File: src/rtl/hple_cfg.svh
/*
 * hple_cfg.svh: register offsets, reset values, field positions and octet,
 * supervisory, mode and crc codes of the protocol engine.
 * Assumes: included by bare name from the design files.
 */
`ifndef HPLE_CFG_SVH
`define HPLE_CFG_SVH

// ----------------------------------------------------------------
// octet, supervisory, mode and crc codes
// ----------------------------------------------------------------
`define HPLE_FLAG 8'h7e
`define HPLE_ESC 8'h7d
`define HPLE_FLIP 8'h20
`define HPLE_IDLE_ONES 8'hff
`define HPLE_ADDR_CMD 8'h03
`define HPLE_ADDR_RSP 8'h01
`define HPLE_S_RR 2'h0
`define HPLE_S_RNR 2'h1
`define HPLE_S_REJ 2'h2
`define HPLE_MODE_AUTO 3'h0
`define HPLE_MODE_XT 3'h7
`define HPLE_CRC_INIT 16'hffff
`define HPLE_CRC_POLY 16'h8408
`define HPLE_CRC_GOOD 16'hf0b8

// ----------------------------------------------------------------
// register offsets and reset values
// ----------------------------------------------------------------
`define HPLE_OFS_CTRL 8'h00
`define HPLE_OFS_MAP 8'h04
`define HPLE_OFS_UCH 8'h08
`define HPLE_OFS_TMR 8'h0c
`define HPLE_OFS_CMD 8'h10
`define HPLE_OFS_STAT 8'h14
`define HPLE_CTRL_RST 8'h00
`define HPLE_MAP_RST 32'h00000000
`define HPLE_UCH_RST 32'h7e7e7e7e
`define HPLE_T1_RST 16'h0100
`define HPLE_N1_RST 8'h03

// ----------------------------------------------------------------
// field positions
// ----------------------------------------------------------------
`define HPLE_CMD_XIF 0
`define HPLE_CMD_XTF 1
`define HPLE_CMD_RECEIVER_RESET_CMD 2
`define HPLE_EV_ALL_SENT_ACK_IRQ 0
`define HPLE_EV_XMR 1
`define HPLE_EV_TIN 2
`define HPLE_EV_RME 3
`define HPLE_EV_PCE 4
`define HPLE_EV_RSC 5

`endif

File: src/rtl/hple_pkg.sv
/*
 * hple_pkg: types of the protocol engine.
 * Assumes: compiled before the engine.
 */
package hple_pkg;
	typedef enum logic [2:0] {
		TX_IDLE = 3'b000,
		TX_HDR = 3'b001,
		TX_DATA = 3'b011,
		TX_CRC1 = 3'b010,
		TX_CRC2 = 3'b110,
		TX_CLOSE = 3'b111
	} hple_tx_e;
	typedef enum logic {RX_HUNT = 1'b0, RX_FRAME = 1'b1} hple_rx_e;
	typedef struct packed {
		logic [7:0] data;
		logic last;
	} hple_txd_s;
	typedef struct packed {
		logic [7:0] data;
		logic valid;
		logic last;
		logic crcErr;
		logic abort;
		logic discard;
	} hple_rxd_s;
	typedef struct packed {
		logic [2:0] modeSelect;
		logic pppSubmode;
		logic moduloCountSelect;
		logic interframeFillSelect;
		logic recvNotReady;
		logic timerMode;
	} hple_ctrl_s;
endpackage

File: src/rtl/hple_engine.sv
/*
 * hple_engine: octet-synchronous PPP framer, extended transparent channel and
 * auto-mode window-1 link procedure, with an APB register slave.
 * Assumes: line octets come and go on sync strobes in the clk domain (bit 0
 * is the first bit on the line); host streams run on clk.
 */
`timescale 1ns/1ns
`default_nettype none
`include "hple_cfg.svh"
module hple_engine (
	// system
	input wire logic clk,
	input wire logic reset,
	// apb slave
	input wire logic psel,
	input wire logic penable,
	input wire logic pwrite,
	input wire logic [7:0] paddr,
	input wire logic [31:0] pwdata,
	output logic [31:0] prdata,
	output logic pready,
	output logic pslverr,
	// line side
	input wire logic lineRxSync,
	input wire logic carrierDetectStrobe,
	input wire logic [7:0] lineRxOctet,
	input wire logic lineTxSync,
	output logic [7:0] lineTxOctet,
	// host transmit stream
	input wire logic hostTxValid,
	input wire hple_pkg::hple_txd_s hostTx,
	output logic hostTxReady,
	// host receive stream and events
	output hple_pkg::hple_rxd_s hostRx,
	output logic [5:0] lapEvents
);
	import hple_pkg::*;

	// ----------------------------------------------------------------
	// mapping and crc
	// ----------------------------------------------------------------
	// flag and escape always hit, the map and user chars only with ppp; any hit escapes the octet
	function automatic logic mapped(input logic [7:0] b, input logic [31:0] map,
		input logic [31:0] uc, input logic ppp);
		logic hit;
		hit = (b == `HPLE_ESC) || (b == `HPLE_FLAG);
		if (ppp && b[7:5] == 3'h0)
			hit = hit | map[b[4:0]];
		for (int i = 0; i < 4; i++)
			hit = hit | (ppp && b == uc[8*i +: 8]);
		return hit;
	endfunction

	function automatic logic [15:0] crcNext(input logic [15:0] c, input logic [7:0] b);
		logic [15:0] r;
		r = c;
		for (int i = 0; i < 8; i++)
			r = (r[0] ^ b[i]) ? ((r >> 1) ^ `HPLE_CRC_POLY) : (r >> 1);
		return r;
	endfunction

	// ----------------------------------------------------------------
	// registers
	// ----------------------------------------------------------------
	hple_ctrl_s ctrl_ff;
	logic [31:0] map_ff, uch_ff, prdata_ff;
	logic [15:0] t1_ff, tmr_ff, txCrc_ff, rxCrc_ff;
	logic [7:0] n1_ff, retry_ff, txOct_ff, escByte_ff, rxAddr_ff, rxC1_ff, rxC2_ff;
	logic [5:0] stat_ff, evt_ff;
	logic [3:0] rxCnt_ff;
	logic [2:0][7:0] hdr_ff;
	logic [1:0] hdrIdx_ff, hdrLen_ff, sType_ff;
	logic pready_ff, pslverr_ff, xifPend_ff, xtfPend_ff, sPend_ff, sCmd_ff, sPf_ff;
	logic escPend_ff, holdFull_ff, ready_ff, frmI_ff, frmS_ff, rxEsc_ff;
	logic vs_ff, vr_ff, waitAck_ff, busy_ff, late_ff;
	hple_txd_s hold_ff;
	hple_rxd_s hostRx_ff;
	hple_tx_e txSt_ff;
	hple_rx_e rxSt_ff;

	// ----------------------------------------------------------------
	// apb decode
	// ----------------------------------------------------------------
	wire apbWr = psel && penable && pready_ff && pwrite;
	wire selCtrl = paddr == `HPLE_OFS_CTRL;
	wire selMap = paddr == `HPLE_OFS_MAP;
	wire selUch = paddr == `HPLE_OFS_UCH;
	wire selTmr = paddr == `HPLE_OFS_TMR;
	wire selCmd = paddr == `HPLE_OFS_CMD;
	wire selStat = paddr == `HPLE_OFS_STAT;
	wire regHit = selCtrl | selMap | selUch | selTmr | selCmd | selStat;
	wire [31:0] rdMux = selCtrl ? {24'h0, ctrl_ff} : selMap ? map_ff : selUch ? uch_ff :
		selTmr ? {8'h0, n1_ff, t1_ff} :
		selStat ? {20'h0, vr_ff, vs_ff, busy_ff, waitAck_ff, 2'b00, stat_ff} : 32'h0;
	wire receiver_reset_cmd = apbWr && selCmd && pwdata[`HPLE_CMD_RECEIVER_RESET_CMD];
	wire isAuto = ctrl_ff.modeSelect == `HPLE_MODE_AUTO;
	wire isXt = ctrl_ff.modeSelect == `HPLE_MODE_XT;
	wire modulo_count_select = ctrl_ff.moduloCountSelect;
	wire ppp = ctrl_ff.pppSubmode;

	// ----------------------------------------------------------------
	// transmit selection
	// ----------------------------------------------------------------
	wire txStep = lineTxSync && !escPend_ff;
	wire txStart = txStep && txSt_ff == TX_IDLE && !isXt;
	wire sTaken = txStart && sPend_ff;
	wire iTaken = txStart && !sPend_ff && xifPend_ff;
	wire tTaken = txStart && !sPend_ff && !xifPend_ff && xtfPend_ff;
	wire iSent = txStep && txSt_ff == TX_CLOSE && frmI_ff;
	wire [7:0] hAddr = (sPend_ff && !sCmd_ff) ? `HPLE_ADDR_RSP : `HPLE_ADDR_CMD;
	wire [7:0] hC1 = modulo_count_select ? (sPend_ff ? {4'h0, sType_ff, 2'b01} : {6'h0, vs_ff, 1'b0}) :
		(sPend_ff ? {2'b00, vr_ff, sPf_ff, sType_ff, 2'b01} : {2'b00, vr_ff, 3'b000, vs_ff, 1'b0});
	wire [7:0] hC2 = {6'h0, vr_ff, sPend_ff && sPf_ff};
	wire [7:0] dByte = txSt_ff == TX_HDR ? hdr_ff[hdrIdx_ff] : txSt_ff == TX_DATA ? hold_ff.data :
		txSt_ff == TX_CRC1 ? ~txCrc_ff[7:0] : ~txCrc_ff[15:8];
	wire dMap = mapped(dByte, map_ff, uch_ff, ppp);
	wire inFrmData = txSt_ff == TX_HDR || (txSt_ff == TX_DATA && holdFull_ff);
	wire emitNow = txStep && (inFrmData || txSt_ff == TX_CRC1 || txSt_ff == TX_CRC2);
	wire takeHost = hostTxValid && ready_ff;
	wire wantData = isXt || txSt_ff == TX_DATA;
	wire [7:0] fillOct = ctrl_ff.interframeFillSelect ? `HPLE_FLAG : `HPLE_IDLE_ONES;

	// ----------------------------------------------------------------
	// receive classification
	// ----------------------------------------------------------------
	wire rxTake = lineRxSync || (isXt && carrierDetectStrobe);
	wire [7:0] rb = lineRxOctet;
	wire [7:0] rd = rxEsc_ff ? rb ^ `HPLE_FLIP : rb;
	wire rxDrop = !rxEsc_ff && mapped(rb, map_ff, uch_ff, ppp);
	wire frameEnd = rxTake && !isXt && rb == `HPLE_FLAG && rxSt_ff == RX_FRAME &&
		(rxCnt_ff != 4'h0 || rxEsc_ff);
	wire fOk = !rxEsc_ff && rxCrc_ff == `HPLE_CRC_GOOD;
	wire isI = !rxC1_ff[0];
	wire isS = rxC1_ff[1:0] == 2'b01;
	wire nsL = rxC1_ff[1];
	wire nrL = modulo_count_select ? rxC2_ff[1] : rxC1_ff[5];
	wire pfB = modulo_count_select ? rxC2_ff[0] : rxC1_ff[4];
	wire [1:0] sTy = rxC1_ff[3:2];
	wire rxCmd = rxAddr_ff == `HPLE_ADDR_RSP;
	wire sInfo = rxCnt_ff > (modulo_count_select ? 4'd5 : 4'd4);
	wire nrBad = !waitAck_ff && nrL != vs_ff;
	wire acked = waitAck_ff && nrL != vs_ff;
	wire iRef = ctrl_ff.recvNotReady || nsL != vr_ff;
	wire lapDiscard = isAuto && fOk && (isS || (isI && (iRef || nrBad)));
	wire timerOn = (waitAck_ff && ctrl_ff.timerMode) || busy_ff || late_ff;
	wire expire = timerOn && tmr_ff <= 16'h1;
	wire [1:0] myS = ctrl_ff.recvNotReady ? `HPLE_S_RNR : `HPLE_S_RR;

	// ----------------------------------------------------------------
	// apb slave and configuration
	// ----------------------------------------------------------------
	always_ff @(posedge clk) begin
		if (reset) begin
			pready_ff <= 1'b0;
			pslverr_ff <= 1'b0;
			prdata_ff <= 32'h0;
			ctrl_ff <= hple_ctrl_s'(`HPLE_CTRL_RST);
			map_ff <= `HPLE_MAP_RST;
			uch_ff <= `HPLE_UCH_RST;
			t1_ff <= `HPLE_T1_RST;
			n1_ff <= `HPLE_N1_RST;
			xifPend_ff <= 1'b0;
			xtfPend_ff <= 1'b0;
			stat_ff <= 6'h0;
		end else begin
			pready_ff <= psel && !penable && !pready_ff;
			pslverr_ff <= psel && !penable && !regHit;
			prdata_ff <= rdMux;
			if (apbWr && selCtrl)
				ctrl_ff <= hple_ctrl_s'(pwdata[7:0]);
			if (apbWr && selMap)
				map_ff <= pwdata;
			if (apbWr && selUch)
				uch_ff <= pwdata;
			if (apbWr && selTmr) begin
				t1_ff <= pwdata[15:0];
				n1_ff <= pwdata[23:16];
			end
			if (iTaken || receiver_reset_cmd)
				xifPend_ff <= 1'b0;
			if (tTaken || receiver_reset_cmd)
				xtfPend_ff <= 1'b0;
			if (apbWr && selCmd && pwdata[`HPLE_CMD_XIF] && isAuto && !waitAck_ff)
				xifPend_ff <= 1'b1;
			if (apbWr && selCmd && pwdata[`HPLE_CMD_XTF])
				xtfPend_ff <= 1'b1;
			stat_ff <= (stat_ff & ~((apbWr && selStat) ? pwdata[5:0] : 6'h0)) | evt_ff;
		end
	end

	// ----------------------------------------------------------------
	// transmitter
	// ----------------------------------------------------------------
	always_ff @(posedge clk) begin
		if (reset) begin
			txSt_ff <= TX_IDLE;
			txOct_ff <= `HPLE_IDLE_ONES;
			escPend_ff <= 1'b0;
			escByte_ff <= 8'h0;
			hold_ff <= '0;
			holdFull_ff <= 1'b0;
			ready_ff <= 1'b0;
			txCrc_ff <= `HPLE_CRC_INIT;
			hdr_ff <= '0;
			hdrIdx_ff <= 2'h0;
			hdrLen_ff <= 2'h0;
			frmI_ff <= 1'b0;
			frmS_ff <= 1'b0;
		end else begin
			ready_ff <= wantData && !holdFull_ff && !takeHost;
			if (takeHost) begin
				hold_ff <= hostTx;
				holdFull_ff <= 1'b1;
			end
			if (lineTxSync && escPend_ff) begin
				txOct_ff <= escByte_ff;
				escPend_ff <= 1'b0;
			end
			if (emitNow) begin
				txOct_ff <= dMap ? `HPLE_ESC : dByte;
				escByte_ff <= dByte ^ `HPLE_FLIP;
				escPend_ff <= dMap;
				if (inFrmData)
					txCrc_ff <= crcNext(txCrc_ff, dByte);
			end
			if (txStep) begin
				case (txSt_ff)
					TX_IDLE: begin
						if (isXt) begin
							txOct_ff <= holdFull_ff ? hold_ff.data : `HPLE_IDLE_ONES;
							holdFull_ff <= 1'b0;
						end else if (sTaken || iTaken || tTaken) begin
							txOct_ff <= `HPLE_FLAG;
							txSt_ff <= tTaken ? TX_DATA : TX_HDR;
							hdr_ff <= modulo_count_select ? {hC2, hC1, hAddr} : {8'h0, hC1, hAddr};
							hdrLen_ff <= modulo_count_select ? 2'd3 : 2'd2;
							hdrIdx_ff <= 2'h0;
							frmI_ff <= iTaken;
							frmS_ff <= sTaken;
							txCrc_ff <= `HPLE_CRC_INIT;
						end else
							txOct_ff <= fillOct;
					end
					TX_HDR: begin
						hdrIdx_ff <= hdrIdx_ff + 2'h1;
						if (hdrIdx_ff == hdrLen_ff - 2'h1)
							txSt_ff <= frmS_ff ? TX_CRC1 : TX_DATA;
					end
					TX_DATA: begin
						if (holdFull_ff) begin
							holdFull_ff <= 1'b0;
							if (hold_ff.last)
								txSt_ff <= TX_CRC1;
						end else begin
							txOct_ff <= `HPLE_ESC;
							escByte_ff <= `HPLE_FLAG;
							escPend_ff <= 1'b1;
							frmI_ff <= 1'b0;
							txSt_ff <= TX_IDLE;
						end
					end
					TX_CRC1: txSt_ff <= TX_CRC2;
					TX_CRC2: txSt_ff <= TX_CLOSE;
					TX_CLOSE: begin
						txOct_ff <= `HPLE_FLAG;
						txSt_ff <= TX_IDLE;
					end
					default: txSt_ff <= TX_IDLE;
				endcase
			end
		end
	end

	// ----------------------------------------------------------------
	// receiver
	// ----------------------------------------------------------------
	always_ff @(posedge clk) begin
		if (reset) begin
			rxSt_ff <= RX_HUNT;
			rxEsc_ff <= 1'b0;
			rxCrc_ff <= `HPLE_CRC_INIT;
			rxCnt_ff <= 4'h0;
			rxAddr_ff <= 8'h0;
			rxC1_ff <= 8'h0;
			rxC2_ff <= 8'h0;
			hostRx_ff <= '0;
		end else begin
			hostRx_ff.valid <= 1'b0;
			hostRx_ff.last <= 1'b0;
			if (receiver_reset_cmd)
				rxSt_ff <= RX_HUNT;
			else if (rxTake && isXt) begin
				hostRx_ff <= '{data: rb, valid: 1'b1, default: 1'b0};
			end else if (rxTake && rb == `HPLE_FLAG) begin
				rxSt_ff <= RX_FRAME;
				rxEsc_ff <= 1'b0;
				rxCnt_ff <= 4'h0;
				rxCrc_ff <= `HPLE_CRC_INIT;
				if (frameEnd)
					hostRx_ff <= '{data: 8'h0, valid: 1'b0, last: 1'b1, crcErr: !fOk,
						abort: rxEsc_ff, discard: lapDiscard};
			end else if (rxTake && rxSt_ff == RX_FRAME) begin
				if (rb == `HPLE_ESC && !rxEsc_ff)
					rxEsc_ff <= 1'b1;
				else if (rxDrop)
					rxEsc_ff <= 1'b0;
				else begin
					rxEsc_ff <= 1'b0;
					rxCrc_ff <= crcNext(rxCrc_ff, rd);
					if (rxCnt_ff != 4'hf)
						rxCnt_ff <= rxCnt_ff + 4'h1;
					if (rxCnt_ff == 4'h0)
						rxAddr_ff <= rd;
					if (rxCnt_ff == 4'h1)
						rxC1_ff <= rd;
					if (rxCnt_ff == 4'h2)
						rxC2_ff <= rd;
					hostRx_ff.data <= rd;
					hostRx_ff.valid <= 1'b1;
				end
			end
		end
	end

	// ----------------------------------------------------------------
	// link procedure and timer
	// ----------------------------------------------------------------
	always_ff @(posedge clk) begin
		if (reset || receiver_reset_cmd) begin
			vs_ff <= 1'b0;
			vr_ff <= 1'b0;
			waitAck_ff <= 1'b0;
			busy_ff <= 1'b0;
			late_ff <= 1'b0;
			retry_ff <= 8'h0;
			tmr_ff <= `HPLE_T1_RST;
			sPend_ff <= 1'b0;
			sCmd_ff <= 1'b0;
			sPf_ff <= 1'b0;
			sType_ff <= `HPLE_S_RR;
			evt_ff <= 6'h0;
		end else begin
			evt_ff <= 6'h0;
			if (sTaken)
				sPend_ff <= 1'b0;
			tmr_ff <= (!timerOn || expire) ? t1_ff : tmr_ff - 16'h1;
			if (iSent) begin
				waitAck_ff <= 1'b1;
				retry_ff <= 8'h0;
			end
			if (frameEnd) begin
				if (!isAuto || (!fOk && isI) || (fOk && !isI && !isS))
					evt_ff[`HPLE_EV_RME] <= 1'b1;
				else if (fOk && (nrBad || (isS && sInfo)))
					evt_ff[`HPLE_EV_PCE] <= 1'b1;
				else if (fOk) begin
					if (acked) begin
						vs_ff <= ~vs_ff;
						waitAck_ff <= 1'b0;
						retry_ff <= 8'h0;
						evt_ff[`HPLE_EV_ALL_SENT_ACK_IRQ] <= 1'b1;
					end else if (isS && waitAck_ff &&
						(sTy == `HPLE_S_REJ || (!rxCmd && pfB && retry_ff != 8'h0))) begin
						waitAck_ff <= 1'b0;
						retry_ff <= 8'h0;
						evt_ff[`HPLE_EV_XMR] <= 1'b1;
					end
					if (isI) begin
						sPend_ff <= 1'b1;
						sCmd_ff <= 1'b0;
						sPf_ff <= pfB;
						sType_ff <= myS;
						if (!iRef) begin
							vr_ff <= ~vr_ff;
							evt_ff[`HPLE_EV_RME] <= 1'b1;
						end
					end else begin
						if (sTy == `HPLE_S_RNR) begin
							busy_ff <= 1'b1;
							evt_ff[`HPLE_EV_RSC] <= !busy_ff;
						end else if (busy_ff) begin
							busy_ff <= 1'b0;
							retry_ff <= 8'h0;
							evt_ff[`HPLE_EV_RSC] <= 1'b1;
						end
						if (rxCmd && pfB) begin
							sPend_ff <= 1'b1;
							sCmd_ff <= 1'b0;
							sPf_ff <= 1'b1;
							sType_ff <= myS;
						end
					end
				end
			end else if (expire) begin
				if (late_ff) begin
					late_ff <= 1'b0;
					evt_ff[`HPLE_EV_ALL_SENT_ACK_IRQ] <= 1'b1;
				end else if (retry_ff < n1_ff) begin
					retry_ff <= retry_ff + 8'h1;
					sPend_ff <= 1'b1;
					sCmd_ff <= 1'b1;
					sPf_ff <= 1'b1;
					sType_ff <= myS;
				end else begin
					retry_ff <= 8'h0;
					waitAck_ff <= 1'b0;
					evt_ff[`HPLE_EV_TIN] <= 1'b1;
					if (busy_ff) begin
						busy_ff <= 1'b0;
						late_ff <= 1'b1;
					end
				end
			end
		end
	end

	assign prdata = prdata_ff;
	assign pready = pready_ff;
	assign pslverr = pslverr_ff;
	assign lineTxOctet = txOct_ff;
	assign hostTxReady = ready_ff;
	assign hostRx = hostRx_ff;
	assign lapEvents = evt_ff;
endmodule // hple_engine
`default_nettype wire

File: config.mk
export PLATFORM = sky130hd
export DESIGN_NAME = hple_engine
export DESIGN_NICKNAME = d
export VERILOG_FILES = /design/src/rtl/hple_pkg.sv /design/src/rtl/hple_engine.sv
export VERILOG_INCLUDE_DIRS = /design/src /design/src/rtl
export SDC_FILE = /design/constraint.sdc
export NUM_CORES = 1
export LEC_CHECK = 0
export CORE_MARGIN = 2
export CORE_UTILIZATION = 46
export CTS_BUF_LIST = sky130_fd_sc_hd__clkbuf_16
export DETAILED_ROUTE_END_ITERATION = 16
export DONT_BUFFER_PORTS = 1
export GPL_TIMING_DRIVEN = 0
export SLEW_MARGIN = 20
export SYNTH_ARGS = -nofsm -noshare
export SYNTH_HDL_FRONTEND = slang
export SYNTH_SLANG_ARGS = --single-unit
File: constraint.sdc
create_clock -name clk -period 3.8 [get_ports clk]
set_input_delay 0.76 -clock clk [delete_from_list [all_inputs] [get_ports clk]]
set_output_delay 0.76 -clock clk [all_outputs]
set_load 0.02 [all_outputs]
==> impl_metrics.py <==
metrics = {
    "clocking": {
        "clk_latency_ns": 0.53,
        "cts_buffers": 35,
        "clockBufferDepth": 3,
        "tritoncts": "done",
        "clock_sinks": 289,
        "postCtsHoldBufs": 0,
        "clockRootBuffer": "clkbuf_16",
        "clk_pin_slew_worst_paths_ns": 0.07,
        "cts_setup_buffers": 0,
        "clock_tree.htree_level_count": 2,
    },
    "floorplanning": {
        "ios": 128,
        "rows": 65,
        "core_area_um2": 31600,
        "die_h_um": 183,
        "die_area_um2": 33500,
        "start_util_pct": 46.8,
        "die_w_um": 183,
    },
    "synth": {
        "synth_top_flop_cell": "dfxtp_1",
        "syn_area_um2": 14800,
        "synth-async-reset-ratio_pct": 0,
        "ys_ff_latch": 289,
        "synth_fp_nets": 1907,
        "synth_top_area_share_pct": 39.2,
        "avgSynthCellArea_um2": 8.09,
        "synth_edf_count": 0,
        "ys_types": 78,
        "synth_warnings": 0,
        "synth_cells": 1825,
        "ys_seq_area_share_pct": 39.2,
        "synthTopCellsByArea": "dfxtp_1 (39%), nand2_1 (7.9%), a21oi_1 (6.1%)",
        "synth_largest_area_cell": "dfxtp_1",
    },
    "placement": {
        "hpwl_mm": 39.8,
        "portBuffers": 0,
        "place_ws_ns": -0.623,
        "gp_routability_congestion": 0.941,
    },
    "grt": {
        "overflow": 0,
        "antenna_found_initial": 0,
        "grt_pass1_vias": 13140,
        "grt_pass1_wl_mm": 79.9,
        "track_usage_pct": 31.1,
        "grt_max_degree": 14,
    },
    "worst_setup_path": {
        "r2r-start": "txSt_ff[1]",
        "slowest_delay_ns": 0.61,
        "worstSetupStartpoint": "lineRxOctet[1]",
        "worst-endpoint-arrival_ns": 4.18,
        "cp_common_cell": "a21oi_1",
        "critPathKind": "in -> reg",
        "critPathCaptureType": "register",
        "path_cells": "clkbuf_1 > clkdlybuf4s15_2 > xor2_1 > nor4_1 > nand2_1 > nand4_1 > o21ai_0 > a21oi_1 > buf_2 > a21oi_1 > a211o_1",
        "crit_required_ns": 4.20,
        "crit_slowest_cell": "clkbuf_1",
        "path_max_fanout": 10,
        "crit_path_start_kind": "input port",
    },
    "pwr": {
        "power_density_nw_per_um2": 403,
        "p_leak_nw": 6.27,
        "peakVddDrop_v": 0.000298,
        "power_mw": 6.62,
    },
    "sta": {
        "rsz0062_at_grt": "no",
        "fin_ws_ns": 0.0206,
        "holdWs_ns": 0.349,
        "fin_crit_ns": 3.78,
        "timing.fmax_ghz": 0.265,
        "fin_skew_ns": 0.0213,
        "slew_headroom_pct": 29.3,
        "tightest_slew_ns": 1.06,
        "setup_viol": 0,
        "hold_violations": 0,
        "slew_viol_final": 0,
        "period_share_pct": 99.5,
    },
    "detailed_routing": {
        "wire_per_inst_um": 23.1,
        "drt_first_iter_violations": 1403,
        "firstDrtPassIters": 7,
        "postRouteAntennaNets": 0,
        "routed_wirelength_mm": 53.0,
        "vias": 13875,
        "drc": 0,
        "vias_per_cell": 6.06,
    },
    "cells_and_area": {
        "drive_gt1_share_pct": 5.94,
        "area_growth_pct": 11.4,
        "final_cell_mix": "nand2_1 (312), dfxtp_1 (289), nor2_1 (182)",
        "nets": 1944,
        "mostFrequentLayoutCell": "nand2_1",
        "fin_util_pct": 52.1,
    },
    "outcome": {
        "outcome": "finished, final reports clean",
    },
    "worst_hold_path": {
        "hp-class": "in -> reg",
        "hp-start": "pwdata[13]",
    },
    "flow_run": {
        "cap_violations": 0,
    },
}
==> report_power, final <==
part | total, mW | switching, mW | internal [mW]
logic | 0.238 | 0.172 | 0.0660
clock network | 3.33 | 1.34 | 1.99
registers | 3.05 | 0.0115 | 3.04
==> per-layer routing <==
layer	routed length, µm	vias up	global-route usage [%]	share of wire, %
met1	22200	6607	40.9	42
met5	0	-	0	0
met4	2390	0	14.5	4.5
met2	23500	643	48.8	44
met3	4890	120	6.73	9.2
li1	-	6505	-	-
==> layout make-up <==
| type | count | area, µm² |
|---|---|---|
| multi-input cells | 1373 | 8340 |
| clock buffers | 36 | 901 |
| fillers | 3056 | 15100 |
| plain buffers | 121 | 513 |
| inverters | 42 | 158 |
| flip-flops and latches | 289 | 5790 |
| well taps | 402 | 503 |
| clock inverters | 25 | 233 |
| diodes | 1 | 2.50 |
==> Yosys cell counts (5+ instances only) <==
cell type	number
nand2_1	312
dfxtp_1	289
nor2_1	182
a21oi_1	180
clkbuf_1	98
mux2i_1	70
nor3_1	61
xor2_1	61
xnor2_1	52
inv_1	40
nor4_1	36
o21ai_0	36
nand3_1	34
nand3b_1	23
nand2b_1	22
o211ai_1	21
a22oi_1	19
a211oi_1	18
a21o_1	17
ha_1	16
a211o_1	15
and3_1	14
a2bb2oi_1	12
buf_2	12
a22o_1	10
mux2_2	10
nand4_1	10
a31oi_1	9
mux4_2	9
o221ai_1	8
a221oi_1	7
and2_1	7
buf_1	7
or2_2	7
o31a_1	6
o21ai_1	5
o221a_2	5
==> metrics by stage <==
step                cell area, µm²  TNS (ns)  std cells
finish                       16400         0       2289
floorplan                    14800         0       1825
detailed placement           15300    -18.83       2227
global placement             15300    -16.68       2227
global route                 16400         0       2288
CTS                          16400         0       2288
==> cell families (layout without fill, tap and decap cells) <==
logic type / Yosys count / in the layout / synth area share [%]
flops: 289 / 289 / 39.2
mux: 90 / 90 / 6.99
compound gates: 410 / 410 / 18.2
buf+inv: 163 / 224 / 4.48
simple gates: 744 / 744 / 23.1
xor+xnor: 113 / 113 / 6.71
fa+ha+maj: 16 / 16 / 1.36
other cells: 0 / 1 / 0
==> worst paths after layout <==
kind,endpoint,slack [ns],cells past startpoint
min,uch_ff[13],0.35,1
max,rxCrc_ff[3],0.02,11
min reg2reg,hdr_ff[17],0.45,2
max reg2reg,lineTxOctet[6],0.11,11
==> worst max-delay path, delay by kind of cell <==
kind,cells,cell delay [ns]
xor gates and xnor gates,1,0.13
AOI/OAI and AO/OA,4,1.03
buffers and inverters,3,1.64
and+or+nand+nor,3,0.60
==> repair_timing <==
| item | in CTS | in global routing |
|---|---|---|
| pin swaps | 0 | 0 |
| gates resized for setup | 3 | 6 |
| setup endpoints to repair | 12 | 16 |
==> state kept, by name, indices dropped and copies added, names as in the netlist, 9 cells and up <==
signal    count
hold_ff       9
hostRx       13
uch_ff       32
prdata       32
tmr_ff       16
hdr_ff        9
rxCrc_ff     16
txCrc_ff     16
t1_ff        16
map_ff       32
(Power assumes the default switching activity.)
